`src/shared/vmp_params.svh`:
```
// Register indices, field positions, reset values and counts of the bus-match status block.
`ifndef VMP_PARAMS_SVH
`define VMP_PARAMS_SVH
`define VMP_IDX_MATCH 12'h808
`define VMP_IDX_CHANGE 12'h809
`define VMP_IDX_POWER 12'h80a
`define VMP_IDX_DEBUG 12'h80b
`define VMP_IDX_MATCH_EN 12'h814
`define VMP_IDX_POWER_EN 12'h815
`define VMP_IDX_DEBUG_EN 12'h816
`define VMP_IDX_CTRL 12'h820
`define VMP_IDX_DBCLR 12'h821
`define VMP_MATCH_MASK 8'h3d
`define VMP_DEBUG_MASK 8'h0f
`define VMP_DEBUG_MASK_NODFP 8'h07
`define VMP_POWER_MASK_NODFP 8'hbf
`define VMP_CTRL_MASK 8'h1f
`define VMP_RST_BYTE 8'h00
`define VMP_PWR_FIRST_VALID 7
`define VMP_PWR_CABLE_DISCH_ERR 6
`define VMP_PWR_OVER_CURRENT 0
`define VMP_DBG_CABLE_DISCH 3
`define VMP_RESP_OKAY 2'h0
`define VMP_RESP_SLVERR 2'h2
`define VMP_DEB_CYCLES 2
`define VMP_ADDR_W 14
`endif

```
`src/shared/vmp_pkg.sv`:
```
// Types shared by the bus-match status block.
package vmp_pkg;
   typedef struct packed {
      logic cc2_back_drive;
      logic bus_discharge_timeout;
      logic cable2_fet_on;
      logic cable1_fet_on;
      logic cc1_back_drive;
      logic cable_over_current;
      logic cable_discharge_expired;
      logic cable_above_threshold;
      logic cable_supply_discharging;
      logic bus_supply_discharging;
      logic [1:0] config_select_done;
   } vmp_evt_t;
   typedef struct packed {
      logic [1:0] cable_disch_ctrl;
      logic source_facing_role;
      logic standalone;
      logic cmp_enable;
   } vmp_ctrl_t;
endpackage : vmp_pkg
```
`src/core/vmp_status_regs.sv`:
```
// Bus threshold match, change, power and debug event registers behind an AXI4-Lite slave.
`timescale 1ns/100ps
`include "vmp_params.svh"
// Functional notes
// - Match bits 5:2 and 0, others reserved
// - Match bit set while above threshold
// - Match reads zero until comparator enabled, unless standalone
// - Per-bit debounce when clear-enable set
// - Change flag set on any match change
// - Write one clears change flag
// - Power bit 7 set once, first match
// - Bit 6 cable discharge error, standalone source
// - Bits 5,1 back-drive level flags
// - Bit 4 bus discharge timeout pulse
// - Bits 3,2 cable FET power levels
// - Bit 0 cable over-current level
// - Debug bit 3 cable discharging, standalone source
// - Debug bit 2 bus discharging level
// - Debug bits 1,0 config sampling done
// - Change flags gated by match enable
// - Power, debug flags gated by enables
module vmp_status_regs
   import vmp_pkg::*;
#(
   parameter int DEB_CYCLES = `VMP_DEB_CYCLES,
   parameter int ADDR_W = `VMP_ADDR_W
) (
   input wire logic aclk,
   input wire logic aresetn,
   input wire logic [ADDR_W-1:0] awaddr,
   input wire logic awvalid,
   output logic awready,
   input wire logic [31:0] wdata,
   input wire logic [3:0] wstrb,
   input wire logic wvalid,
   output logic wready,
   output logic [1:0] bresp,
   output logic bvalid,
   input wire logic bready,
   input wire logic [ADDR_W-1:0] araddr,
   input wire logic arvalid,
   output logic arready,
   output logic [31:0] rdata,
   output logic [1:0] rresp,
   output logic rvalid,
   input wire logic rready,
   input wire logic [7:0] bus_sense_hits,
   input wire vmp_evt_t events,
   output logic irq
);

   // ------------------------------------------------------------
   // Parameter checks and helpers
   // ------------------------------------------------------------
   localparam logic [7:0] DEB_LAST = 8'(DEB_CYCLES - 1);

   if (DEB_CYCLES < 1 || DEB_CYCLES > 256) begin : g_deb_check
      $error("DEB_CYCLES must lie in 1..256");
   end
   if (ADDR_W < 14 || ADDR_W > 32) begin : g_addr_check
      $error("ADDR_W must lie in 14..32");
   end

   function automatic logic [11:0] reg_index(input logic [ADDR_W-1:0] addr);
      reg_index = addr[13:2];
   endfunction : reg_index

   function automatic logic is_mapped(input logic [11:0] idx);
      case (idx)
         `VMP_IDX_MATCH, `VMP_IDX_CHANGE, `VMP_IDX_POWER, `VMP_IDX_DEBUG,
         `VMP_IDX_MATCH_EN, `VMP_IDX_POWER_EN, `VMP_IDX_DEBUG_EN,
         `VMP_IDX_CTRL, `VMP_IDX_DBCLR: is_mapped = 1'b1;
         default: is_mapped = 1'b0;
      endcase
   endfunction : is_mapped

   // Set wins over clear so an event in the clearing cycle is kept.
   function automatic logic [7:0] w1c(input logic [7:0] old, input logic [7:0] clr,
                                      input logic [7:0] set);
      w1c = (old & ~clr) | set;
   endfunction : w1c

   // ------------------------------------------------------------
   // State
   // ------------------------------------------------------------
   logic [ADDR_W-1:0] awaddr_reg, awaddr_next;
   logic awh_reg, awh_next, wh_reg, wh_next, wlane_reg, wlane_next, seen_reg, seen_next;
   logic bvalid_reg, bvalid_next, rvalid_reg, rvalid_next;
   logic [1:0] bresp_reg, bresp_next, rresp_reg, rresp_next;
   logic [31:0] rdata_reg, rdata_next;
   logic [7:0] wbyte_reg, wbyte_next, sync1_reg, sync1_next, sync2_reg, sync2_next;
   logic [7:0] match_reg, match_next, change_reg, change_next, power_reg, power_next;
   logic [7:0] debug_reg, debug_next, match_en_reg, match_en_next, dbclr_reg, dbclr_next;
   logic [7:0] power_en_reg, power_en_next, debug_en_reg, debug_en_next;
   logic [7:0] cnt_reg [8], cnt_next [8];
   vmp_ctrl_t ctrl_reg, ctrl_next;

   logic wr_fire, wr_en, dfp_mode, cmp_gate, first_pulse;
   logic [11:0] wr_idx, rd_idx;
   logic [7:0] pwr_set, dbg_set;

   // ------------------------------------------------------------
   // AXI4-Lite slave
   // ------------------------------------------------------------
   assign awready = !awh_reg && !bvalid_reg;
   assign wready = !wh_reg && !bvalid_reg;
   assign arready = !rvalid_reg;
   assign bvalid = bvalid_reg;
   assign bresp = bresp_reg;
   assign rvalid = rvalid_reg;
   assign rdata = rdata_reg;
   assign rresp = rresp_reg;

   assign wr_fire = awh_reg && wh_reg;
   assign wr_idx = reg_index(awaddr_reg);
   assign rd_idx = reg_index(araddr);
   // Only byte lane 0 holds register bits; a write without it changes nothing.
   assign wr_en = wr_fire && wlane_reg && is_mapped(wr_idx);

   always_comb begin : bus_next
      awh_next = awh_reg;
      awaddr_next = awaddr_reg;
      wh_next = wh_reg;
      wbyte_next = wbyte_reg;
      wlane_next = wlane_reg;
      bvalid_next = bvalid_reg;
      bresp_next = bresp_reg;
      rvalid_next = rvalid_reg;
      rdata_next = rdata_reg;
      rresp_next = rresp_reg;
      if (awvalid && awready) begin
         awh_next = 1'b1;
         awaddr_next = awaddr;
      end
      if (wvalid && wready) begin
         wh_next = 1'b1;
         wbyte_next = wdata[7:0];
         wlane_next = wstrb[0];
      end
      if (bvalid_reg && bready) begin
         bvalid_next = 1'b0;
      end
      if (wr_fire) begin
         awh_next = 1'b0;
         wh_next = 1'b0;
         bvalid_next = 1'b1;
         bresp_next = is_mapped(wr_idx) ? `VMP_RESP_OKAY : `VMP_RESP_SLVERR;
      end
      if (rvalid_reg && rready) begin
         rvalid_next = 1'b0;
      end
      if (arvalid && arready) begin
         rvalid_next = 1'b1;
         rresp_next = is_mapped(rd_idx) ? `VMP_RESP_OKAY : `VMP_RESP_SLVERR;
         rdata_next = 32'h0000_0000;
         case (rd_idx)
            `VMP_IDX_MATCH: rdata_next[7:0] = match_reg;
            `VMP_IDX_CHANGE: rdata_next[7:0] = change_reg;
            `VMP_IDX_POWER: rdata_next[7:0] =
               power_reg & (dfp_mode ? 8'hff : `VMP_POWER_MASK_NODFP);
            `VMP_IDX_DEBUG: rdata_next[7:0] =
               debug_reg & (dfp_mode ? `VMP_DEBUG_MASK : `VMP_DEBUG_MASK_NODFP);
            `VMP_IDX_MATCH_EN: rdata_next[7:0] = match_en_reg;
            `VMP_IDX_POWER_EN: rdata_next[7:0] = power_en_reg;
            `VMP_IDX_DEBUG_EN: rdata_next[7:0] = debug_en_reg;
            `VMP_IDX_CTRL: rdata_next[7:0] = {3'h0, ctrl_reg};
            `VMP_IDX_DBCLR: rdata_next[7:0] = dbclr_reg;
            default: rdata_next = 32'h0000_0000;
         endcase
      end
   end

   always_ff @(posedge aclk) begin : bus_regs
      if (!aresetn) begin
         awh_reg <= 1'b0;
         awaddr_reg <= '0;
         wh_reg <= 1'b0;
         wbyte_reg <= `VMP_RST_BYTE;
         wlane_reg <= 1'b0;
         bvalid_reg <= 1'b0;
         bresp_reg <= `VMP_RESP_OKAY;
         rvalid_reg <= 1'b0;
         rdata_reg <= 32'h0000_0000;
         rresp_reg <= `VMP_RESP_OKAY;
      end else begin
         awh_reg <= awh_next;
         awaddr_reg <= awaddr_next;
         wh_reg <= wh_next;
         wbyte_reg <= wbyte_next;
         wlane_reg <= wlane_next;
         bvalid_reg <= bvalid_next;
         bresp_reg <= bresp_next;
         rvalid_reg <= rvalid_next;
         rdata_reg <= rdata_next;
         rresp_reg <= rresp_next;
      end
   end

   // ------------------------------------------------------------
   // Threshold match synchroniser and debouncer
   // ------------------------------------------------------------
   assign dfp_mode = ctrl_reg.standalone && ctrl_reg.source_facing_role;
   assign cmp_gate = !ctrl_reg.standalone && !ctrl_reg.cmp_enable;

   always_comb begin : match_next_calc
      sync1_next = bus_sense_hits;
      sync2_next = sync1_reg;
      match_next = match_reg;
      for (int i = 0; i < 8; i++) begin
         cnt_next[i] = 8'h00;
         if (!dbclr_reg[i]) begin
            match_next[i] = sync2_reg[i];
         end else if (sync2_reg[i] != match_reg[i]) begin
            // A bit moves only after it has disagreed for DEB_CYCLES cycles.
            if (cnt_reg[i] == DEB_LAST) begin
               match_next[i] = sync2_reg[i];
            end else begin
               cnt_next[i] = cnt_reg[i] + 8'h01;
            end
         end
      end
      match_next = match_next & `VMP_MATCH_MASK;
      if (cmp_gate) begin
         match_next = 8'h00;
      end
   end

   always_ff @(posedge aclk) begin : match_regs
      if (!aresetn) begin
         sync1_reg <= 8'h00;
         sync2_reg <= 8'h00;
         match_reg <= 8'h00;
         for (int i = 0; i < 8; i++) begin
            cnt_reg[i] <= 8'h00;
         end
      end else begin
         sync1_reg <= sync1_next;
         sync2_reg <= sync2_next;
         match_reg <= match_next;
         for (int i = 0; i < 8; i++) begin
            cnt_reg[i] <= cmp_gate ? 8'h00 : cnt_next[i];
         end
      end
   end

   // ------------------------------------------------------------
   // Event flags, enables and control
   // ------------------------------------------------------------
   // The first match counts as valid once no debounced bit still disagrees.
   assign first_pulse = ctrl_reg.cmp_enable && !seen_reg &&
                        (((sync2_reg ^ match_reg) & dbclr_reg & `VMP_MATCH_MASK) == 8'h00);

   always_comb begin : event_sets
      pwr_set = 8'h00;
      pwr_set[`VMP_PWR_FIRST_VALID] = first_pulse;
      pwr_set[`VMP_PWR_CABLE_DISCH_ERR] = dfp_mode && !ctrl_reg.cable_disch_ctrl[1] &&
         events.cable_discharge_expired && events.cable_above_threshold;
      pwr_set[5] = events.cc2_back_drive;
      pwr_set[4] = events.bus_discharge_timeout;
      pwr_set[3] = events.cable2_fet_on;
      pwr_set[2] = events.cable1_fet_on;
      pwr_set[1] = events.cc1_back_drive;
      pwr_set[`VMP_PWR_OVER_CURRENT] = events.cable_over_current;
      dbg_set = 8'h00;
      dbg_set[`VMP_DBG_CABLE_DISCH] = dfp_mode && events.cable_supply_discharging;
      dbg_set[2] = events.bus_supply_discharging;
      dbg_set[1:0] = events.config_select_done;
   end

   always_comb begin : flag_next_calc
      logic [7:0] clr_chg, clr_pwr, clr_dbg;
      clr_chg = (wr_en && wr_idx == `VMP_IDX_CHANGE) ? wbyte_reg : 8'h00;
      clr_pwr = (wr_en && wr_idx == `VMP_IDX_POWER) ? wbyte_reg : 8'h00;
      clr_dbg = (wr_en && wr_idx == `VMP_IDX_DEBUG) ? wbyte_reg : 8'h00;
      change_next = w1c(change_reg, clr_chg, match_reg ^ match_next);
      // Level sources set again each cycle; pulse sources only on a new pulse.
      power_next = w1c(power_reg, clr_pwr, pwr_set);
      debug_next = w1c(debug_reg, clr_dbg, dbg_set) & `VMP_DEBUG_MASK;
      seen_next = seen_reg || first_pulse;
      match_en_next = match_en_reg;
      power_en_next = power_en_reg;
      debug_en_next = debug_en_reg;
      ctrl_next = ctrl_reg;
      dbclr_next = dbclr_reg;
      if (wr_en) begin
         case (wr_idx)
            `VMP_IDX_MATCH_EN: match_en_next = wbyte_reg & `VMP_MATCH_MASK;
            `VMP_IDX_POWER_EN: power_en_next = wbyte_reg;
            `VMP_IDX_DEBUG_EN: debug_en_next = wbyte_reg & `VMP_DEBUG_MASK;
            `VMP_IDX_CTRL: ctrl_next = vmp_ctrl_t'(wbyte_reg[4:0]);
            `VMP_IDX_DBCLR: dbclr_next = wbyte_reg & `VMP_MATCH_MASK;
            default: ctrl_next = ctrl_reg;
         endcase
      end
   end

   always_ff @(posedge aclk) begin : flag_regs
      if (!aresetn) begin
         change_reg <= 8'h00;
         power_reg <= 8'h00;
         debug_reg <= 8'h00;
         seen_reg <= 1'b0;
         match_en_reg <= 8'h00;
         power_en_reg <= 8'h00;
         debug_en_reg <= 8'h00;
         ctrl_reg <= '0;
         dbclr_reg <= 8'h00;
      end else begin
         change_reg <= change_next;
         power_reg <= power_next;
         debug_reg <= debug_next;
         seen_reg <= seen_next;
         match_en_reg <= match_en_next;
         power_en_reg <= power_en_next;
         debug_en_reg <= debug_en_next;
         ctrl_reg <= ctrl_next;
         dbclr_reg <= dbclr_next;
      end
   end

   // Bit 6 and debug bit 3 are hidden outside standalone source role, so they cannot interrupt.
   assign irq = (|(change_reg & match_en_reg)) ||
                (|(power_reg & power_en_reg & (dfp_mode ? 8'hff : `VMP_POWER_MASK_NODFP))) ||
                (|(debug_reg & debug_en_reg &
                   (dfp_mode ? `VMP_DEBUG_MASK : `VMP_DEBUG_MASK_NODFP)));
endmodule : vmp_status_regs

```
`config.mk`:
```
export PLATFORM = sky130hd
export DESIGN_NAME = vmp_status_regs
export DESIGN_NICKNAME = d
export VERILOG_FILES = /design/src/shared/vmp_pkg.sv /design/src/core/vmp_status_regs.sv
export VERILOG_INCLUDE_DIRS = /design/src /design/src/shared
export SDC_FILE = /design/constraint.sdc
export NUM_CORES = 1
export LEC_CHECK = 0
export ABC_AREA = 1
export BUFFER_PORTS_ARGS = -buffer_cell sky130_fd_sc_hd__buf_2
export CAP_MARGIN = 20
export CORE_MARGIN = 4
export CORE_UTILIZATION = 50
export DETAILED_ROUTE_END_ITERATION = 10
export GPL_ROUTABILITY_DRIVEN = 1
export PLACE_DENSITY = 0.74
export SLEW_MARGIN = 20
export SYNTH_ARGS = -nofsm -noshare
export SYNTH_HDL_FRONTEND = slang
export SYNTH_SLANG_ARGS = --single-unit
```
`constraint.sdc`:
```
create_clock -name aclk -period 2 [get_ports aclk]
set_input_delay 0 -clock aclk [delete_from_list [all_inputs] [get_ports aclk]]
set_output_delay 0 -clock aclk [all_outputs]
set_load 0.02 [all_outputs]
```
# Word-level counts from Yosys, hierarchy flattened
# Memory sizes are Yosys's and may differ from the RTL's.
# Cells that the tools add are included.
[totals]
n_memories = 1
out_inout_bits = 42
ram_bits = 64
reg_bits = 105
[classes]
eq_ne = 28
bitwise_logic = 28
n_reduce_logical = 46
n_addsub = 5
mux = 62
[memory_table]
columns = ["name", "words", "width", "read_ports", "rd_clocked_by_memory_dff", "write_ports", "line", "source"]
rows = [
  ["cnt_reg", 8, 8, 5, 0, 8, "vmp_status_regs.sv:95", "logic [7:0] cnt_reg [8], cnt_next [8];"],
]
[op_table]
columns = ["op", "n"]
rows = [
  ["two-way mux 8 bit", 30],
  ["equality test 12 bit, second input constant", 18],
  ["case mux 8 bit (9 select lines)", 1],
  ["adder 8 x 1 -> 8 bit, second input constant", 5],
  ["AND 8 bit", 5],
  ["equality test 8 x 1 -> 1 bit, second input constant", 5],
  ["two-way mux 1 bit", 25],
  ["OR reduction 8 bit", 3],
  ["logical AND 1 bit", 21],
  ["OR reduction 9 bit", 2],
  ["inverter 8 bit", 2],
  ["bitwise OR 8 bit", 2],
  ["AND 4 bit", 3],
  ["XOR 6 bit", 2],
  ["AND reduction 2 bit", 5],
  ["AND 8 x 4 -> 8 bit", 1],
  ["AND 8 x 6 -> 8 bit", 1],
  ["zero test 1 bit", 8],
  ["zero test 8 bit", 1],
  ["two-way mux 4 bit", 2],
  ["bitwise OR 1 bit", 8],
  ["two-way mux 7 bit", 1],
  ["AND 6 bit", 1],
  ["two-way mux 6 bit", 1],
  ["8 further kinds", 16],
]

# Logic depth before layout (Yosys ltp)
# Gate-level depths: netlist of run 1.
[depth]
word_depth = 9
mapped_depth = 12
mapped_depth_nobuf = 11

# Least setup slack after synthesis of run 1
# Ideal clock, no wire load.
[synth_timing]
path_kind = "register -> register"
from = "register awaddr_reg[11]"
to = "register power_en_reg[1]"
synth_period_minus_slack_ns = 1.457
n_path_buf = 1
setup_slack_ns = 0.543
required_time_ns = 1.887
path_stages_with_launch = 11
setup_ns = 0.113
arrival_ns = 1.344
cell_sequence = "dfxtp_1 inv_1 nand2_1 nor2_4 and3_4 nor2_2 nand2_4 nand3b_4 buf_6 o21ai_1 nor2_1"
[synth_between]
elab_chain_cells = 5
elab_cells_between_ends = 13
[synth_lines]
columns = ["item", "line", "source"]
rows = [
  ["start: declaration", "vmp_status_regs.sv:86", "logic [ADDR_W-1:0] awaddr_reg, awaddr_next;"],
  ["start signal: assignment", "vmp_status_regs.sv:187", "awaddr_reg <= awaddr_next;"],
  ["equality test 12 bit (on tied branches)", "vmp_status_regs.sv:69, vmp_status_regs.sv:286", ""],
  ["OR reduction 9 bit", "vmp_status_regs.sv:69", "case (idx)"],
  ["two-way mux 1 bit", "vmp_status_regs.sv:69", ""],
  ["logical AND 1 bit", "vmp_status_regs.sv:118", "assign wr_en = wr_fire && wlane_reg && is_mapped(wr_idx);"],
  ["AND reduction 2 bit (no line) (*)", "-", ""],
  ["end signal: assignment", "vmp_status_regs.sv:314", "power_en_reg <= power_en_next;"],
  ["end: declaration", "vmp_status_regs.sv:94", "logic [7:0] power_en_reg, power_en_next, debug_en_reg, debug_en_next;"],
]
# Mark *: on every way between the ends. The rest lies on a longest branch, timed or not.
# A chain may end at the register's enable or synchronous reset.

# Worst setup path after layout of run 1
[layout_timing]
from = "register ctrl_reg[1] in the netlist's numbering"
to = "output port irq"
[layout_between]
elab_chain_cells = 6
elab_cells_between_ends = 9
[layout_lines]
columns = ["item", "line", "source"]
rows = [
  ["start: declaration", "vmp_status_regs.sv:96", "vmp_ctrl_t ctrl_reg, ctrl_next;"],
  ["start signal: assignment", "vmp_status_regs.sv:316", "ctrl_reg <= ctrl_next;"],
  ["logical AND 1 bit (*)", "vmp_status_regs.sv:202", "assign dfp_mode = ctrl_reg.standalone && ctrl_reg.source_facing_role;"],
  ["two-way mux 7 bit (no line)", "-", ""],
  ["AND 8 bit", "vmp_status_regs.sv:323", "(|(power_reg & power_en_reg & (dfp_mode ? 8'hff : `VMP_POWER_MASK_NODFP))) ||"],
  ["OR reduction 8 bit", "vmp_status_regs.sv:323", ""],
  ["logical OR 1 bit", "vmp_status_regs.sv:322", "assign irq = (|(change_reg & match_en_reg)) ||"],
  ["logical OR 1 bit (*)", "vmp_status_regs.sv:322", ""],
  ["end: declaration", "vmp_status_regs.sv:49", "output logic irq"],
]
# Marked as above.

==> results.json, run 1 <==
{
  "totalWireLength_mm": 15.9,
  "die_area_sq_um": 15300,
  "postCtsSetupBuffers": 0,
  "cp.buffers_inverters": 2,
  "ctsResizeCount": 0,
  "fin_crit_sh_pct": 87.3,
  "fillers": 1174,
  "rows": 41,
  "clock_skew_ps": 7.01,
  "grt_use_total_pct": 22.0,
  "start_kind": "register",
  "cts.sinks": 138,
  "grt_pass1_wl_mm": 26.3,
  "dr.pass1.iters": 6,
  "r2r_start": "awaddr_reg[11]$_SDFFE_PN0P_",
  "ff2ff_path_depth": 9,
  "yosysSeqAreaShare_pct": 41.3,
  "insertedDiodeCount": 0,
  "worst_slew_pin_slew_ps": 626,
  "dpl.hpwl_mm": 11.1,
  "p_per_area_nw_per_um2": 776,
  "path_class": "reg -> out",
  "final_cells": 1261,
  "maxSlewViolCount": 0,
  "cap_viol_max_count": 0,
  "worstSetupEndpointType": "primary output",
  "async_flop_share_pct": 0,
  "hold_viol": 0,
  "critPathTopFamily": "compound AO/OA/AOI/OAI gates",
  "run_status": "finished, final reports clean",
  "drc": 0,
  "synth_cells": 965,
  "drive_gt1_share_pct": 12.4,
  "relSlewSlack_pct": 58.3,
  "clock-root-buffer": "clkbuf_16",
  "multi_input_area_sq_um": 3220,
  "yosysTopAreaCellShare_pct": 41.3,
  "critPathMaxStageDelay_ps": 360,
  "clkLatencyLatePin_ps": 420,
  "ys.flop_type": "dfxtp_1",
  "grt_max_degree": 67,
  "path_cells": "nand2_1 > inv_1 > nand2_1 > o21ai_0 > a221oi_1 > nand3_1 > buf_2",
  "yosys_register_bits": 138,
  "crit_path_max_fanout": 4,
  "synth.distinct_cells": 44,
  "finalSetupTns_ps": 0,
  "vias": 6189,
  "grt_pass1_vias": 5695,
  "ir_drop_uv": 595,
  "drtIter0Drc": 528,
  "die_h_um": 124,
  "synthToLayoutAreaGrowth_pct": 20.0,
  "p_leak_uw": 0.00356,
  "holdCritPathClass": "in -> reg",
  "synth_top_area_cell": "dfxtp_1",
  "critPathArrivalTime_ps": 1750,
  "pin_count": 133,
  "cts_tree": "built",
  "gp_congestion": 0.876,
  "coreArea_sq_um": 12900,
  "r2r_end": "dbclr_reg[3]$_SDFFE_PN0P_",
  "grt_remaining_overflow": 0,
  "yosysWarnings": 0,
  "cts_buffers": 17,
  "cts.path.max_buffers": 2,
  "largest_reg_flops": 40,
  "cp.required_ps": 2000,
  "synthTopCellsByArea": "dfxtp_1 41%, nand2_1 12%, nor2_1 8.7%, inv_1 7.0%, a21oi_1 4.3%",
  "ctsHoldBuffers": 40,
  "layout.nets": 1182,
  "dp.cells": 1194,
  "min_delay_path_depth": 4,
  "reg2reg_setup_slack_ps": 270,
  "port_buffers": 72,
  "crit_top_cell": "nand2_1",
  "die_x_um": 124,
  "slowest_stage": "dfxtp_1",
  "drt-vias-per-instance": 4.91,
  "initial_utilization_pct": 51.9,
  "syn_avg_cell_area_sq_um": 6.93,
  "h-tree-depth": 4,
  "synth_area_sq_um": 6690,
  "antenna_left": 0,
  "regArea_sq_um": 2760,
  "whs_endpoint": "rdata[4]$_SDFFE_PN0P_",
  "routedWlPerCell_um": 12.6,
  "synth_edf_count": 0,
  "path_clk_slew_ps": 50,
  "finalCriticalPeriod_ps": 1750,
  "min-delay-start": "arvalid",
  "max_freq_ghz": 0.573,
  "finalSetupViolCount": 0,
  "antenna_found_initial": 0,
  "rsz0062_at_grt": "no"
}
## synth_stat cells (9+ instances only)
library cell / number
clkbuf_1: 11
nand3_1: 45
inv_2: 9
o21ai_0: 48
ha_1: 10
buf_4: 27
nor3_1: 20
nor2_1: 155
inv_1: 124
a21oi_1: 57
o21ai_1: 14
nand4_1: 22
dfxtp_1: 138
nand2_1: 207
## per-stage QoR
stage                     instance area [sq um]  util, %  hold slack [ps]  total power (uW)  setup slack, ps
after floorplan                            6780        -             97.6              3260              543
after global placement                     7100     55.2              182              3360              305
after detailed placement                   7100     55.2              186              3370              293
after CTS                                  8020     62.3             54.5              6260              236
after global routing                       8020     62.3              112              6460             59.2
final                                      8020     62.3             70.1              6220              254
## how the worst max path moves through the flow
stage | endpoint | depth (start not counted) | slack (ps) | start
2_1_floorplan | power_en_reg[1]$_SDFFE_PN0P_ | 10 | 540 | awaddr_reg[11]$_SDFFE_PN0P_
3_3_place_gp | dbclr_reg[5]$_SDFFE_PN0P_ | 10 | 300 | awaddr_reg[11]$_SDFFE_PN0P_
3_5_place_dp | dbclr_reg[3]$_SDFFE_PN0P_ | 10 | 290 | awaddr_reg[11]$_SDFFE_PN0P_
4_1_cts | irq | 7 | 240 | ctrl_reg[1]$_SDFFE_PN0P_
5_1_grt | dbclr_reg[0]$_SDFFE_PN0P_ | 10 | 60 | awaddr_reg[10]$_SDFFE_PN0P_
6_report | irq | 7 | 250 | ctrl_reg[1]$_SDFFE_PN0P_
## power breakdown
group	switching [uW]	leakage (uW)	total, uW	internal (uW)
clock	1050	0.000255	2840	1790
sequential	84.4	0.00112	2910	2830
combinational	292	0.00219	469	177
## cell usage in the layout (no fill, tap or decap), types with 2 or more instances in the layout
cell and instances:
nand2_1 207, nor2_1 155, dfxtp_1 138, inv_1 124
buf_2 72, a21oi_1 57, o21ai_0 48, nand3_1 45
dlygate4sd3_1 40, conb_1 26, nand4_1 22, nor3_1 20
clkbuf_16 17, o21ai_1 14, ha_1 10, inv_2 9
xor2_1 8, nor3b_1 7, nor2_2 7, nand3b_1 6
clkbuf_1 5, buf_4 5, and3_1 4, nor3_2 4
nand2_2 3, xnor2_1 3, nor2_4 3, nand3b_2 3
clkinv_2 3, o221ai_1 2, o21bai_1 2, o22ai_1 2
nor4_1 2, clkinv_1 2, bufinv_16 2
## final cells by class
cell class,count,area share (%)
Clock buffer,22,5.54
Tap cell,172,2.68
Clock inverter,5,0.936
Multi-Input combinational cell,672,40.1
Timing Repair Buffer,117,9.95
Sequential cell,138,34.4
Inverter,135,6.32
## per-layer routing
metal / vias to the layer above / GRT usage, % / part of all wire [%]
li1: 3245 / - / -
met1: 2727 / 28.6 / 46
met2: 199 / 35.7 / 46
met3: 18 / 5.63 / 7.2
met4: 0 / 7.20 / 1.3
met5: - / 0 / 0
## tightest hold or removal path, cell delays in order
cell     delay [ps]
buf_2            80
nand2_1         190
nand2_1         110
a21oi_1          50
## kinds of logic after synthesis
family,synth area share (%)
buf+inv,11.9
simple gates,33.2
fa+ha+maj,1.87
xor+xnor,1.44
other cells,0.0561
flops,41.3
compound gates,10.2
Power figures use the tool's default switching activity.
==> inputs of run 2 (changes only) <==
Settings changed: PLACE_DENSITY 0.74 to 0.76.
==> run 2 against run 1 <==
Against the previous run: die area unchanged; largest cell class unchanged; count of clock-buffer cells in the layout up 3; clock skew up 1.2 ps; critical path type is now reg -> reg; cell count up 0.40%.
==> results.json, run 2 (same netlist as run 1, synthesis figures left out) <==
{
  "run_status": "finished, final reports clean",
  "grt_remaining_overflow": 0,
  "clkLatencyLatePin_ps": 420,
  "start_kind": "register",
  "hold_viol": 0,
  "fin_crit_sh_pct": 87.4,
  "max_freq_ghz": 0.572,
  "critPathTopFamily": "simple AND/OR/NAND/NOR gates",
  "layout.nets": 1182,
  "drt-vias-per-instance": 4.93,
  "antenna_left": 0,
  "initial_utilization_pct": 51.9,
  "path_class": "reg -> reg",
  "insertedDiodeCount": 0,
  "finalCriticalPeriod_ps": 1750,
  "maxSlewViolCount": 0,
  "drc": 0,
  "cts_tree": "built",
  "clock_skew_ps": 8.25,
  "reg2reg_setup_slack_ps": 250,
  "port_buffers": 72,
  "final_cell_mix": "207 x nand2_1, 155 x nor2_1, 138 x dfxtp_1",
  "busiest_layer": "met2",
  "cts_buffers": 17,
  "slowest_stage": "dfxtp_1",
  "p_per_area_nw_per_um2": 784,
  "synthToLayoutAreaGrowth_pct": 20.6,
  "cts.sinks": 138,
  "cp-startpoint": "awaddr_reg[10]$_SDFFE_PN0P_",
  "use_met3_pct": 5.09,
  "largest_reg_flops": 40,
  "crit_cells": 9,
  "coreArea_sq_um": 12900,
  "ff2ff_path_depth": 9,
  "finalSetupTns_ps": 0,
  "cp.required_ps": 2310,
  "grt_pass1_vias": 5696,
  "drtIter0Drc": 599,
  "ir_drop_uv": 615,
  "path_cells": "inv_1 > nand2_1 > nor2_4 > and3_4 > nor2_2 > nand2_4 > nand3b_2 > o21ai_0 > nor2_1",
  "crit_path_max_fanout": 14,
  "p_leak_uw": 0.00358,
  "cap_viol_max_count": 0,
  "totalWireLength_mm": 15.9,
  "pre_cts_slack_ps": 261,
  "die_x_um": 124,
  "worst_slew_pin_slew_ps": 638,
  "gp_congestion": 0.885,
  "rows": 41,
  "dr.pass1.iters": 7,
  "grt_max_degree": 67,
  "crit_end": "dbclr_reg[3]$_SDFFE_PN0P_",
  "holdCritPathClass": "in -> reg",
  "vias": 6246,
  "cp.buffers_inverters": 1,
  "grt_use_total_pct": 21.7,
  "layout_commonest_cell": "nand2_1",
  "drive_gt1_share_pct": 12.9,
  "path_clk_slew_ps": 60,
  "rsz0062_at_grt": "no",
  "met2_usage_pct": 34.8,
  "r2r_start": "awaddr_reg[10]$_SDFFE_PN0P_",
  "die_area_sq_um": 15300,
  "critPathMaxStageDelay_ps": 290,
  "gr-usage-met1_pct": 28.6,
  "die_h_um": 124,
  "cts.path.max_buffers": 2,
  "routedWlPerCell_um": 12.6,
  "grt_pass1_wl_mm": 26.2,
  "ctsResizeCount": 0,
  "h-tree-depth": 4,
  "antenna_found_initial": 0,
  "dpl.hpwl_mm": 10.9,
  "pin_count": 133,
  "relSlewSlack_pct": 57.3,
  "critPathArrivalTime_ps": 2060,
  "worstSetupEndpointType": "register",
  "setup_slack_ps": 252,
  "clock-root-buffer": "clkbuf_16",
  "r2r_end": "dbclr_reg[3]$_SDFFE_PN0P_",
  "finalSetupViolCount": 0
}
## run 2: cell count changes in the layout (fill, tap and decap cells not counted), sizes merged
cell      change
clkinv        +1
bufinv        -1
clkbuf        +3
clkinvlp      +2
## run 2: how the worst min path moves through the flow
| stage | from | end | slack [ps] | depth (start not counted) |
|---|---|---|---|---|
| after floorplan | bus_sense_hits[0] | sync1_reg[0]$_SDFF_PN0_ | 100 | 2 |
| after global placement | bus_sense_hits[3] | sync1_reg[3]$_SDFF_PN0_ | 180 | 3 |
| after detailed placement | bus_sense_hits[2] | sync1_reg[2]$_SDFF_PN0_ | 190 | 3 |
| after CTS | araddr[2] | rresp[1]$_SDFFE_PN0P_ | 50 | 5 |
| after global routing | aresetn | match_reg[5]$_SDFF_PN0_ | 110 | 5 |
| final | araddr[2] | rresp[1]$_SDFFE_PN0P_ | 70 | 5 |
## run 2: per-layer routing
layer | wire length, um | vias up
met1 | 7110 | 2745
met4 | 229 | 0
met2 | 7330 | 226
met5 | 0 | -
li1 | - | 3250
met3 | 1280 | 25
## run 2: worst register-to-register path, cell delays in order, from the launching register on
cell      delay [ps]
dfxtp_1          290
inv_1             70
nand2_1           90
nor2_4           200
and3_4           250
nor2_2            50
nand2_4          160
nand3b_2         240
o21ai_0          230
nor2_1            50
## run 2: cell type report
type,instances,area (sq um)
well taps,172,215
multi-input cells,672,3220
inverters,135,507
clock buffers,25,495
clock inverters,7,65.1
repair buffers,117,798
flip-flops and latches,138,2760
fillers,1152,4810
## run 2: timing repair
item	in CTS	in global routing
buffers inserted	0	0
hold endpoints to repair	39	0
hold buffers	40	0
## run 2: where the power goes
group	internal (uW)	total (uW)	leakage (uW)	switching [uW]
registers	2830	2910	0.00112	82.5
logic	177	471	0.00219	294
clock network	1830	2950	0.000273	1120
total	4830	6330	0.00358	1490
## run 2: metrics by stage
step                      instance area, sq um  cells  utilization, %  hold slack [ps]  power (uW)
after floorplan                           6780    990               -             97.6        3260
final                                     8060   1266            62.6             68.1        6330
after detailed placement                  7100   1194            55.2              186        3370
after CTS                                 8060   1266            62.6             51.1        6360
after global placement                    7100   1194            55.2              185        3360
after global routing                      8060   1266            62.6              108        6550
